===== src/verilog/tpc_regs.svh =====
`ifndef TPC_REGS_SVH
`define TPC_REGS_SVH
// register byte offsets
`define TPC_OFF_MAIN      12'h000
`define TPC_OFF_PERIOD    12'h004
`define TPC_OFF_COUNT     12'h008
`define TPC_OFF_MODE      12'h00c
`define TPC_OFF_CHCTL0    12'h010
`define TPC_OFF_CMP0      12'h020
// main control field positions
`define TPC_MAIN_PS_LSB   0
`define TPC_MAIN_RST_BIT  4
`define TPC_MAIN_HALT_BIT 5
`define TPC_MAIN_WIE_BIT  6
`define TPC_MAIN_WF_BIT   7
// channel control field positions
`define TPC_CH_MAX_BIT    0
`define TPC_CH_TOV_BIT    1
`define TPC_CH_ELA_BIT    2
`define TPC_CH_ELB_BIT    3
`define TPC_CH_MSA_BIT    4
`define TPC_CH_MSB_BIT    5
`define TPC_CH_IE_BIT     6
`define TPC_CH_F_BIT      7
// system mode field positions
`define TPC_MODE_WAIT_BIT 0
`define TPC_MODE_STOP_BIT 1
`define TPC_MODE_BRK_BIT  2
`define TPC_MODE_BREAK_CLEAR_ENABLE_BIT 3
// reset values
`define TPC_RST_PERIOD    16'hffff
`define TPC_RST_MAIN      8'h20
`endif


===== src/verilog/tpc_pkg.sv =====
package tpc_pkg;
   typedef struct packed {
      logic [7:0]  main_ctl;
      logic        wrap_flag;
      logic        wrap_armed;
      logic [15:0] period;
      logic [15:0] count;
      logic [5:0]  presc;
      logic [3:0]  sys_mode;
      logic [3:0][7:0]  chan_ctl;
      logic [3:0][15:0] cmp;
      logic [3:0]  chan_armed;
      logic [1:0]  pair_active;
      logic [1:0][15:0] pair_cmp;
      logic [1:0]  pair_pending;
      logic [3:0]  pin_out;
      logic [3:0]  cap_prev;
      logic        aw_held;
      logic [11:0] aw_addr;
      logic        w_held;
      logic [31:0] w_data;
      logic        bvalid;
      logic [1:0]  bresp;
      logic        rvalid;
      logic [31:0] rdata;
      logic [1:0]  rresp;
   } tpc_state_t;

   typedef struct packed {
      logic [3:0] pin_out;
      logic [3:0] pin_oe;
      logic       wrap_irq;
      logic [3:0] chan_irq;
   } tpc_pins_t;
endpackage : tpc_pkg


===== src/verilog/tpc_channel_top.sv =====
`timescale 1ns/1ns
`include "tpc_regs.svh"
// Summary of operation
// - unbuffered compare value takes effect at once
// - link bit pairs channels a,b onto pin a
// - last written pair set governs from wrap
// - partner control unused, partner pin released
// - link bit pairs channels c,d onto pin c
// - buffered select overrides unbuffered select
// - mode field 01 unbuffered, 10 buffered
// - level field 10 clears, 11 sets
// - no wrap toggle gives zero duty
// - max bit plus toggle gives full duty
// - wrap flag at limit, irq when enabled
// - channel flag per event, irq when enabled
// - wait keeps running, registers but mode blocked, mode write wakes
// - stop halts counting, registers kept
// - break freezes counter, blocks captures
// - break clear-enable governs flag clearing
// - armed two-step clear survives break
// - counter clear bit resets counter and prescaler
// - counter restarts from zero after limit
// - pin toggles at each wrap when enabled
// - flag clears by read then zero write
module tpc_channel_top #(
   parameter int CHANNELS = 4
) (
   input  wire logic             ref_clk,
   input  wire logic             sys_rst,
   input  wire logic [11:0]      s_axi_awaddr,
   input  wire logic             s_axi_awvalid,
   output logic                  s_axi_awready,
   input  wire logic [31:0]      s_axi_wdata,
   input  wire logic [3:0]       s_axi_wstrb,
   input  wire logic             s_axi_wvalid,
   output logic                  s_axi_wready,
   output logic [1:0]            s_axi_bresp,
   output logic                  s_axi_bvalid,
   input  wire logic             s_axi_bready,
   input  wire logic [11:0]      s_axi_araddr,
   input  wire logic             s_axi_arvalid,
   output logic                  s_axi_arready,
   output logic [31:0]           s_axi_rdata,
   output logic [1:0]            s_axi_rresp,
   output logic                  s_axi_rvalid,
   input  wire logic             s_axi_rready,
   input  wire logic             ext_tick,
   input  wire logic [3:0]       chan_pin_in,
   output tpc_pkg::tpc_pins_t    pins
);
   import tpc_pkg::*;

   tpc_state_t state;
   tpc_state_t next_state;

   // ---------------------------------------------------------------
   // helpers
   // ---------------------------------------------------------------
   function automatic logic [2:0] reg_index(input logic [11:0] a);
      reg_index = a[4:2];
   endfunction : reg_index

   // decode of a byte address to a slot: 0..3 system, 4..7 ctl, 8..11 cmp
   function automatic logic [4:0] slot_of(input logic [11:0] a);
      logic [4:0] s;
      s = 5'h1f;
      if (a[11:5] == 7'h00 && a[4] == 1'b0)
         s = {2'b00, a[4:2]};
      else if (a[11:4] == 8'(`TPC_OFF_CHCTL0 >> 4))
         s = {3'b001, a[3:2]};
      else if (a[11:4] == 8'(`TPC_OFF_CMP0 >> 4))
         s = {3'b010, a[3:2]};
      slot_of = s;
   endfunction : slot_of

   logic        halt;
   logic        run;
   logic        tick;
   logic [2:0]  ps;
   logic        at_limit;
   logic        wr_go;
   logic        rd_go;
   logic        blocked;
   logic        in_break;
   logic        break_clear_enable;
   logic [4:0]  wslot;
   logic [4:0]  rslot;
   logic [31:0] rd_word;
   logic [3:0]  link;
   logic [3:0]  buffered;
   logic [3:0]  used;
   logic [3:0]  match;
   logic [3:0]  chan_evt;
   logic [15:0] eff_cmp [CHANNELS];

   always_comb begin
      ps       = state.main_ctl[`TPC_MAIN_PS_LSB +: 3];
      halt     = state.main_ctl[`TPC_MAIN_HALT_BIT];
      in_break = state.sys_mode[`TPC_MODE_BRK_BIT];
      break_clear_enable     = state.sys_mode[`TPC_MODE_BREAK_CLEAR_ENABLE_BIT];
      blocked  = state.sys_mode[`TPC_MODE_WAIT_BIT];
      // stop and break both freeze counting, wait does not
      run      = !halt && !state.sys_mode[`TPC_MODE_STOP_BIT] && !in_break;
      tick     = 1'b0;
      if (run) begin
         if (ps == 3'h7)
            tick = ext_tick;
         else
            tick = (ps == 3'h0) ||
                   ((state.presc & ((6'h01 << ps) - 6'h01)) == ((6'h01 << ps) - 6'h01));
      end
      at_limit = (state.count == state.period);
      link     = {1'b0, state.chan_ctl[2][`TPC_CH_MSB_BIT], 1'b0,
                  state.chan_ctl[0][`TPC_CH_MSB_BIT]};
      buffered = link;
      used     = ~{link[2], 1'b0, link[0], 1'b0};
   end

   // compare value in force for each channel
   generate
      for (genvar c = 0; c < CHANNELS; c++) begin : g_eff
         if (c == 0 || c == 2) begin : g_lead
            assign eff_cmp[c] = buffered[c] ? state.pair_cmp[c/2] : state.cmp[c];
         end else begin : g_plain
            assign eff_cmp[c] = state.cmp[c];
         end
         assign match[c] = tick && state.count == eff_cmp[c] && used[c];
      end
   endgenerate

   // ---------------------------------------------------------------
   // bus and timer state update
   // ---------------------------------------------------------------
   always_comb begin
      next_state = state;
      wslot      = slot_of(state.aw_addr);
      rslot      = slot_of(s_axi_araddr);
      rd_word    = 32'h0;
      chan_evt   = 4'h0;

      if (s_axi_awvalid && !state.aw_held) begin
         next_state.aw_held = 1'b1;
         next_state.aw_addr = s_axi_awaddr;
      end
      if (s_axi_wvalid && !state.w_held) begin
         next_state.w_held = 1'b1;
         next_state.w_data = s_axi_wdata;
      end
      wr_go = state.aw_held && state.w_held && !state.bvalid;
      rd_go = s_axi_arvalid && !state.rvalid;

      // prescaler and counter
      if (run)
         next_state.presc = state.presc + 6'h01;
      if (tick) begin
         if (at_limit) begin
            next_state.count = 16'h0;
            next_state.wrap_flag = 1'b1;
            // pending marks the set written last; kept so every later wrap reloads it
            next_state.pair_active = state.pair_pending;
            for (int p = 0; p < 2; p++) begin
               if (state.pair_pending[p])
                  next_state.pair_cmp[p] = state.cmp[2*p + 1];
               else
                  next_state.pair_cmp[p] = state.cmp[2*p];
            end
         end else begin
            next_state.count = state.count + 16'h0001;
         end
      end

      // pin logic and channel events
      for (int c = 0; c < CHANNELS; c++) begin
         logic [7:0] cc;
         cc = state.chan_ctl[c];
         if (used[c] && (buffered[c] || cc[`TPC_CH_MSA_BIT])) begin
            if (tick && at_limit && cc[`TPC_CH_TOV_BIT])
               next_state.pin_out[c] = !state.pin_out[c];
            if (match[c]) begin
               unique case (cc[`TPC_CH_ELB_BIT -: 2])
                  2'b01: next_state.pin_out[c] = !state.pin_out[c];
                  2'b10: next_state.pin_out[c] = 1'b0;
                  2'b11: next_state.pin_out[c] = 1'b1;
                  2'b00: next_state.pin_out[c] = state.pin_out[c];
               endcase
               next_state.chan_ctl[c][`TPC_CH_F_BIT] = 1'b1;
               chan_evt[c] = 1'b1;
            end
            if (cc[`TPC_CH_MAX_BIT] && cc[`TPC_CH_TOV_BIT])
               next_state.pin_out[c] = !cc[`TPC_CH_ELA_BIT];
         end else if (used[c] && !in_break && !halt &&
                      cc[`TPC_CH_ELB_BIT -: 2] != 2'b00 &&
                      chan_pin_in[c] != state.cap_prev[c] &&
                      (chan_pin_in[c] ? cc[`TPC_CH_ELA_BIT] : cc[`TPC_CH_ELB_BIT])) begin
            next_state.cmp[c] = state.count;
            next_state.chan_ctl[c][`TPC_CH_F_BIT] = 1'b1;
            chan_evt[c] = 1'b1;
         end
      end
      next_state.cap_prev = chan_pin_in;

      // register write
      if (wr_go) begin
         next_state.aw_held = 1'b0;
         next_state.w_held  = 1'b0;
         next_state.bvalid  = 1'b1;
         next_state.bresp   = 2'b00;
         if (wslot == 5'h1f || (blocked && wslot != {2'b00, reg_index(`TPC_OFF_MODE)}))
            next_state.bresp = 2'b10;
         else if (s_axi_wstrb[0]) begin
            unique case (wslot[4:2])
               3'b000: begin
                  if (wslot[1:0] == 2'b00) begin
                     next_state.main_ctl[6:0] = state.w_data[6:0] & 7'h6f;
                     if (state.w_data[`TPC_MAIN_RST_BIT]) begin
                        next_state.count = 16'h0;
                        next_state.presc = 6'h0;
                     end
                     if (!state.w_data[`TPC_MAIN_WF_BIT] && state.wrap_armed && !next_state.wrap_flag &&
                         !(in_break && !break_clear_enable))
                        next_state.wrap_flag = 1'b0;
                     else if (!state.w_data[`TPC_MAIN_WF_BIT] && state.wrap_armed &&
                              !(tick && at_limit) && !(in_break && !break_clear_enable))
                        next_state.wrap_flag = 1'b0;
                     if (!(in_break && !break_clear_enable))
                        next_state.wrap_armed = 1'b0;
                  end else if (wslot[1:0] == 2'b01) begin
                     next_state.period = state.w_data[15:0];
                  end else if (wslot[1:0] == 2'b11) begin
                     next_state.sys_mode = state.w_data[3:0];
                  end
               end
               3'b001: begin
                  for (int c = 0; c < CHANNELS; c++) begin
                     if (wslot[1:0] == 2'(c) && used[c]) begin
                        next_state.chan_ctl[c][6:0] = state.w_data[6:0];
                        if (c == 1 || c == 3)
                           next_state.chan_ctl[c][`TPC_CH_MSB_BIT] = 1'b0;
                        else if (state.w_data[`TPC_CH_MSB_BIT] && !state.chan_ctl[c][`TPC_CH_MSB_BIT])
                           next_state.pair_pending[c/2] = 1'b0;
                        // a capture or compare in the same cycle wins over the clear
                        if (!state.w_data[7] && state.chan_armed[c] &&
                            !chan_evt[c] && !(in_break && !break_clear_enable))
                           next_state.chan_ctl[c][7] = 1'b0;
                        if (!(in_break && !break_clear_enable))
                           next_state.chan_armed[c] = 1'b0;
                     end
                  end
               end
               3'b010: begin
                  next_state.cmp[wslot[1:0]] = state.w_data[15:0];
                  if (wslot[0])
                     next_state.pair_pending[wslot[1]] = 1'b1;
                  else
                     next_state.pair_pending[wslot[1]] = 1'b0;
               end
               default: next_state.bresp = 2'b10;
            endcase
         end
      end
      if (state.bvalid && s_axi_bready)
         next_state.bvalid = 1'b0;

      // register read
      if (rd_go) begin
         next_state.rvalid = 1'b1;
         next_state.rresp  = 2'b00;
         if (rslot == 5'h1f || (blocked && rslot != {2'b00, reg_index(`TPC_OFF_MODE)})) begin
            next_state.rresp = 2'b10;
         end else begin
            unique case (rslot[4:2])
               3'b000: begin
                  unique case (rslot[1:0])
                     2'b00: begin
                        rd_word = {24'h0, state.wrap_flag, state.main_ctl[6:5], 1'b0,
                                   state.main_ctl[3:0]};
                        if (state.wrap_flag && !(in_break && !break_clear_enable))
                           next_state.wrap_armed = 1'b1;
                     end
                     2'b01: rd_word = {16'h0, state.period};
                     2'b10: rd_word = {16'h0, state.count};
                     2'b11: rd_word = {28'h0, state.sys_mode};
                  endcase
               end
               3'b001: begin
                  rd_word = {24'h0, state.chan_ctl[rslot[1:0]]};
                  if (state.chan_ctl[rslot[1:0]][7] && !(in_break && !break_clear_enable))
                     next_state.chan_armed[rslot[1:0]] = 1'b1;
               end
               3'b010: rd_word = {16'h0, state.cmp[rslot[1:0]]};
               default: next_state.rresp = 2'b10;
            endcase
         end
         next_state.rdata = rd_word;
      end
      if (state.rvalid && s_axi_rready)
         next_state.rvalid = 1'b0;
   end

   always_ff @(posedge ref_clk) begin
      if (sys_rst) begin
         state              <= '0;
         state.main_ctl     <= `TPC_RST_MAIN;
         state.period       <= `TPC_RST_PERIOD;
      end else begin
         state <= next_state;
      end
   end

   // ---------------------------------------------------------------
   // outputs
   // ---------------------------------------------------------------
   always_comb begin
      s_axi_awready  = !state.aw_held;
      s_axi_wready   = !state.w_held;
      s_axi_bvalid   = state.bvalid;
      s_axi_bresp    = state.bresp;
      s_axi_arready  = !state.rvalid;
      s_axi_rvalid   = state.rvalid;
      s_axi_rdata    = state.rdata;
      s_axi_rresp    = state.rresp;
      pins.pin_out   = state.pin_out;
      // released partner pins go back to general-purpose use
      for (int c = 0; c < CHANNELS; c++)
         pins.pin_oe[c] = used[c] && (buffered[c] || state.chan_ctl[c][`TPC_CH_MSA_BIT]);
      pins.wrap_irq  = state.wrap_flag && state.main_ctl[`TPC_MAIN_WIE_BIT];
      for (int c = 0; c < CHANNELS; c++)
         pins.chan_irq[c] = state.chan_ctl[c][`TPC_CH_F_BIT] &&
                            state.chan_ctl[c][`TPC_CH_IE_BIT] && used[c];
   end
endmodule : tpc_channel_top


===== config.mk =====
export PLATFORM = sky130hd
export DESIGN_NAME = tpc_channel_top
export DESIGN_NICKNAME = d
export VERILOG_FILES = /design/src/verilog/tpc_pkg.sv /design/src/verilog/tpc_channel_top.sv
export VERILOG_INCLUDE_DIRS = /design/src /design/src/verilog
export SDC_FILE = /design/constraint.sdc
export NUM_CORES = 1
export LEC_CHECK = 0
export BUFFER_PORTS_ARGS = -buffer_cell sky130_fd_sc_hd__buf_2
export CORE_MARGIN = 4
export CORE_UTILIZATION = 50
export DETAILED_ROUTE_END_ITERATION = 8
export PLACE_DENSITY_LB_ADDON = 0.08
export SLEW_MARGIN = 25
export SYNTH_ARGS = -nofsm -noshare
export SYNTH_HDL_FRONTEND = slang
export SYNTH_SLANG_ARGS = --single-unit

===== constraint.sdc =====
create_clock -name ref_clk -period 4.1 [get_ports ref_clk]
set_input_delay 0 -clock ref_clk [delete_from_list [all_inputs] [get_ports ref_clk]]
set_output_delay 0 -clock ref_clk [all_outputs]
set_load 0.01 [all_outputs]

==> impl_metrics.ini, run 1 <==
[route]
routed_wl_um = 41300
drt-wirelength-per-cell_um = 21.5
drt-vias-per-instance = 5.98
dr_total_vias = 11500
detail-route-antenna-nets = 0
initialDrtViolationCount = 1085
drt_pass1_iterations = 8
drc_errors = 0

[final_layout]
antenna_cells_inserted = 0
post_route_cells_drive_above_1_share_pct = 13.5
mostFrequentLayoutCells = dfxtp_1, nor2_1, mux2i_1
area_delta_synth_final_pct = 15.8
nNetsFinal = 1643
mostFrequentLayoutCell = dfxtp_1

[timing]
report.final.hold_viol_count = 0
worst_clock_skew_ns = 0.0125
postLayoutSetupSlackWorst_ns = 0.755
drv_slew = 0
report.final.setup_viol = 0
maxSlewHeadroom_pct = 32.5
max_slew.worst_pin.slew_ns = 1.01
final_period_minus_worst_setup_slack_ns = 3.34
rsz0062_at_grt = false
fmax_mhz = 299
fin_crit_sh_pct = 81.6
fin_tns_setup_ns = 0

[cts]
cts_hold_repair.buffers = 56
ctsRootBufferMaster = clkbuf_16
post_cts.repair.setup_buffers = 0
clk-insertion-delay-late_ns = 0.55
cts-resized-gates = 0
ctsLongestPathBuffers = 3
htree_levels = 1
cts_tree = yes
cts_inserted_buffers = 27
clkSinkCount = 238
clk_pin_slew_ns = 0.06

[place]
globalplace.congestion = 0.885
post-dp-hpwl_um = 28200
place_ws_ns = 0.801
buffer_ports.inserted = 84

[floorplan]
placementRows = 58
design.die.area_um2 = 28500
floorplan.initialDensity_pct = 51.1
die_width_um = 169
die_height_um = 169
floorplan.core_area_um2 = 25300
io-pin-count = 126

[synth]
synth_enable_flop_cells = 0
post_synth_num_cell_types = 69
cell_area_synth_um2 = 12900
yosys_register_bits = 238
netlist.area_leader.share_pct = 36.8
synth_largest_area_cell = dfxtp_1
async_reset_ff_share_pct = 0
synthesis.instances = 1515
synth_seq_area_share_pct = 36.8
synth-warning-count = 0
syn-mean-instance-area_um2 = 8.54
synth_area_leaders = dfxtp_1, mux2i_1, nor2_1
synth-main-ff-cell = dfxtp_1

[critical_path]
worstPathArrival_ns = 3.83
timing.critical_path.from = ps[0]
critPathMostFrequentCell = or3_1
critPathMaxStageDelay_ns = 0.58
setup.worst_path.start_class = flip-flop
worst-path-max-fanout = 10
critical-path-slowest-cell = or3_1
critical_path_class = flip-flop to flip-flop
critical_path.reg2reg.startpoint = ps[0]
worstRegToRegCells = 10
path_cells = or3_1 -> ha_1 -> nor2b_1 -> mux2i_1 -> a41oi_2 -> or3_1 -> buf_4 -> or4_1 -> a32oi_1 -> o31a_1
cp_num_buf_inv = 1
endpoint_kind = flip-flop
cp_data_required_time_ns = 4.58
critical_path.top_delay_family = simple AND/OR/NAND/NOR gates
levels_on_crit_path = 10

[min_path]
hold_path_class = input port to flip-flop
timing.hold.worst_path_depth = 4
holdCritStartpoint = s_axi_wstrb[0]

[flow_run]
cap_viol_max_count = 0

[power_and_ir_drop]
power.ir.vdd_worst_mv = 0.315
total_power_mw = 5.44
p_leak_nw = 5.34
power-per-cell-area_nw_per_um2 = 363

[global_routing]
grt_antenna_before_repair = 0
grt_pass1_vias = 10900
grt_first_pass_wirelength_um = 64100
globalRouteTotalUtil_pct = 28.3
grt.overflow.total = 0
grt_start_max_net_pins = 83

[run_status]
status = finished, final reports clean
stage by stage:
| stage | hold WS [ns] | utilization [%] | cells | cell area [um^2] |
|---|---|---|---|---|
| finish | 0.0869 | 59.1 | 1919 | 15000 |
| CTS | 0.0573 | 59.1 | 1919 | 15000 |
| floorplan | 0.100 | - | 1532 | 13000 |
| global placement | 0.185 | 52.8 | 1813 | 13400 |
| global route | 0.124 | 59.1 | 1919 | 15000 |
| detailed placement | 0.190 | 52.9 | 1813 | 13400 |
logic make-up after synthesis:
kind of cell / after synthesis / share of synthesized area [%]
compound gates: 293 / 16.1
flops: 238 / 36.8
mux: 206 / 16.1
simple gates: 486 / 17.5
xor+xnor: 92 / 6.23
buf+inv: 196 / 6.97
other cells: 1 / 0.0290
fa+ha+maj: 3 / 0.290
tightest hold or removal path, cell delays in order:
cell       delay (ns)
buf_2            0.11
o2111ai_1        0.23
o31ai_1          0.12
a21oi_1          0.12
final timing paths:
path	end	slack [ns]
setup / recovery	pins[10]	0.76
hold / removal	state[92]	0.09
setup reg to reg	pins[10]	0.76
hold reg to reg	s_axi_rdata[7]	0.45
registers in the layout, indices dropped and copies added (netlist names):
signal,cells
state,173
eff_cmp,32
s_axi_rdata,16
pins,4
ps,3
buffered,2
blocked,1
break_clear_enable,1
halt,1
in_break,1
s_axi_bresp,1
s_axi_bvalid,1
s_axi_rresp,1
s_axi_rvalid,1
power by group:
group          total [mW]  leakage, nW  internal [mW]  switching, mW
Combinational       0.265         2.92          0.105          0.160
Sequential           2.39         1.92           2.34         0.0576
Clock                2.78        0.491           1.76           1.02
area by class of cell:
cell class	count	area (um^2)
tap	330	413
timing repair buffer	176	1270
clock inverter	14	263
sequential	238	4770
fill	2290	10300
inverter	27	101
clock buffer	36	769
multi-input combinational	1098	7390
per-layer routing:
metal	wire length (um)	share of wire [%]	up-vias	track usage, %
li1	-	-	5465	-
met1	17800	43	5475	38.3
met2	19300	47	436	46.0
met3	2670	6.5	90	4.53
met4	1430	3.5	2	9.28
met5	69	0.17	-	1.91
synthesized netlist by cell type, drive strengths merged, types with 2 or more instances:
library cell  number
xor2              48
dfxtp            238
o311a              2
nand2b            17
inv               27
o2111ai            3
a31oi              5
a2111oi            3
buf               64
o32a               2
nand4b             2
nor2             199
nor3b              2
o41ai              2
a222oi            23
a211o              3
nand4             15
nand3             16
clkbuf           105
a221oi             2
a21oi             66
nor2b             15
o22ai              7
or3               13
mux2              18
nand2            123
or4                6
nor4              29
or2               11
and3               5
ha                 3
and2               8
o31ai              2
xnor2             44
nand3b             2
o221ai             2
nor3              18
o32ai              2
a211oi            99
mux2i            188
o211ai             6
o21ai             28
a22o               8
a22oi             16
a311oi             2
Power figures use the tool's default switching activity.
==> inputs of run 2 (changes only) <==
==> constraint.sdc (replaced) <==
create_clock -name ref_clk -period 2.8 [get_ports ref_clk]
set_input_delay 0 -clock ref_clk [delete_from_list [all_inputs] [get_ports ref_clk]]
set_output_delay 0 -clock ref_clk [all_outputs]
set_load 0.01 [all_outputs]
==> impl_metrics.ini, run 2 (synthesized netlist as in run 1, its figures left out) <==
[timing]
postLayoutSetupSlackWorst_ns = 0.0103
maxSlewHeadroom_pct = 36.1
rsz0062_at_grt = true
report.final.setup_viol = 0
worst_clock_skew_ns = 0.00984
fmax_mhz = 358
final_period_minus_worst_setup_slack_ns = 2.79
drv_slew = 0
fin_crit_sh_pct = 99.6
max_slew.worst_pin.slew_ns = 0.958
report.final.hold_viol_count = 0

[cts]
htree_levels = 1
clkSinkCount = 238
cts_tree = yes
clk-insertion-delay-late_ns = 0.55
clk_pin_slew_ns = 0.06
ctsRootBufferMaster = clkbuf_16
ctsLongestPathBuffers = 3
cts_inserted_buffers = 28

[min_path]
timing.hold.worst_path_depth = 6
hold_path_class = input port to flip-flop

[final_layout]
mostFrequentLayoutCell = dfxtp_1
mostFrequentLayoutCells = dfxtp_1, nor2_1, mux2i_1
post_route_cells_drive_above_1_share_pct = 17.8
antenna_cells_inserted = 0
num-fill-cells = 2212
nNetsFinal = 1732
layout.area.seq_um2 = 4770
register_containing_the_most_flip_flops_in_the_final_layout = state
multi_input_comb_area_um2 = 7480
largest_register_ff_count = 173
fin_area_um2 = 15800
area_delta_synth_final_pct = 21.9

[floorplan]
placementRows = 58
floorplan.initialDensity_pct = 51.1
io-pin-count = 126
die_width_um = 169
floorplan.core_area_um2 = 25300
design.die.area_um2 = 28500
die_height_um = 169

[route]
drt_pass1_iterations = 7
routed_wl_um = 43200
drt-vias-per-instance = 5.94
initialDrtViolationCount = 1054
detail-route-antenna-nets = 0
drt-wirelength-per-cell_um = 21.5
drc_errors = 0
dr_total_vias = 11900

[power_and_ir_drop]
p_leak_nw = 5.83
power-per-cell-area_nw_per_um2 = 488
power.ir.vdd_worst_mv = 0.491

[critical_path]
worstRegToRegCells = 9
critical_path_class = flip-flop to flip-flop
cp_data_required_time_ns = 3.29
worst-path-max-fanout = 6
setup.worst_path.start_class = flip-flop
endpoint_kind = flip-flop
worstPathArrival_ns = 3.28

[place]
post-dp-hpwl_um = 29700
globalplace.congestion = 0.922
place_area_um2 = 14000
buffer_ports.inserted = 84
place_ws_ns = 0.0179

[global_routing]
grt_first_pass_wirelength_um = 66800
globalRouteTotalUtil_pct = 29.4
grt_pass1_vias = 11400
grt_start_max_net_pins = 66
grt.overflow.total = 0
grt_antenna_before_repair = 0

[flow_run]
cap_viol_max_count = 0

[run_status]
status = finished, final reports clean
[run 2: changes by cell type in the layout (fill, tap and decap cells not counted), sizes merged]
cell / change
buf: +68
dlygate4sd3: +20
bufinv: -6
clkbuf: +5
clkinv: +5
clkinvlp: -4
inv: -1
[run 2: power by group]
| part | internal (mW) | total [mW] | switching, mW |
|---|---|---|---|
| Combinational | 0.190 | 0.442 | 0.252 |
| Sequential | 3.42 | 3.50 | 0.0749 |
| Clock | 2.25 | 3.75 | 1.50 |
| Total | 5.86 | 7.69 | 1.83 |
[run 2: stage by stage]
stage / std cells / power, mW / utilization (%) / hold slack [ns] / setup TNS (ns)
floorplan: 1532 / 3.77 / - / 0.100 / -0.383
global placement: 1877 / 3.91 / 55.1 / 0.189 / 0
detailed placement: 1877 / 3.91 / 55.1 / 0.198 / 0
CTS: 2002 / 7.72 / 61.9 / 0.0429 / 0
global route: 2006 / 7.89 / 62.3 / 0.0996 / -0.0472
finish: 2006 / 7.69 / 62.3 / 0.0717 / 0
[run 2: what timing repair did]
item	in CTS	in global routing
hold endpoints to repair	47	0
buffers inserted	0	4
pin swaps	1	5
gates resized for setup	0	16
gates cloned	0	0
endpoints found under the setup margin	1	44
hold buffers	76	0
[run 2: cell type report]
| class | count | area share, % |
|---|---|---|
| Multi-Input combinational cell | 1098 | 47.5 |
| Clock inverter | 8 | 0.484 |
| Clock buffer | 41 | 5.58 |
| Tap cell | 330 | 2.62 |
| Timing Repair Buffer | 264 | 13.0 |
| Sequential cell | 238 | 30.2 |
| Inverter | 27 | 0.643 |
[run 2: layer usage]
layer  vias to the layer above  track usage (%)  wire (um)
li1                       5636                -          -
met1                      5723             40.6      18900
met2                       455             47.5      20000
met3                        98             4.04       2700
met4                         0             9.84       1620
met5                         -                0          0
[run 2: critical path, cell delays in order, from the launching register on]
cell       delay (ns)
dfxtp_2          0.32
or3_4            0.40
ha_4             0.17
nor2b_4          0.11
mux2i_1          0.15
a41oi_2          0.17
or3_4            0.45
or3_4            0.41
a2111oi_4        0.36
o31a_1           0.17
[run 2: final timing paths]
path	start	slack (ns)	to
worst min register to register	s_axi_rdata[3]	0.45	s_axi_rdata[3]
worst max register to register	ps[2]	0.01	pins[10]
worst max-delay path	ps[2]	0.01	pins[10]
worst min-delay path	s_axi_wstrb[0]	0.07	state[211]
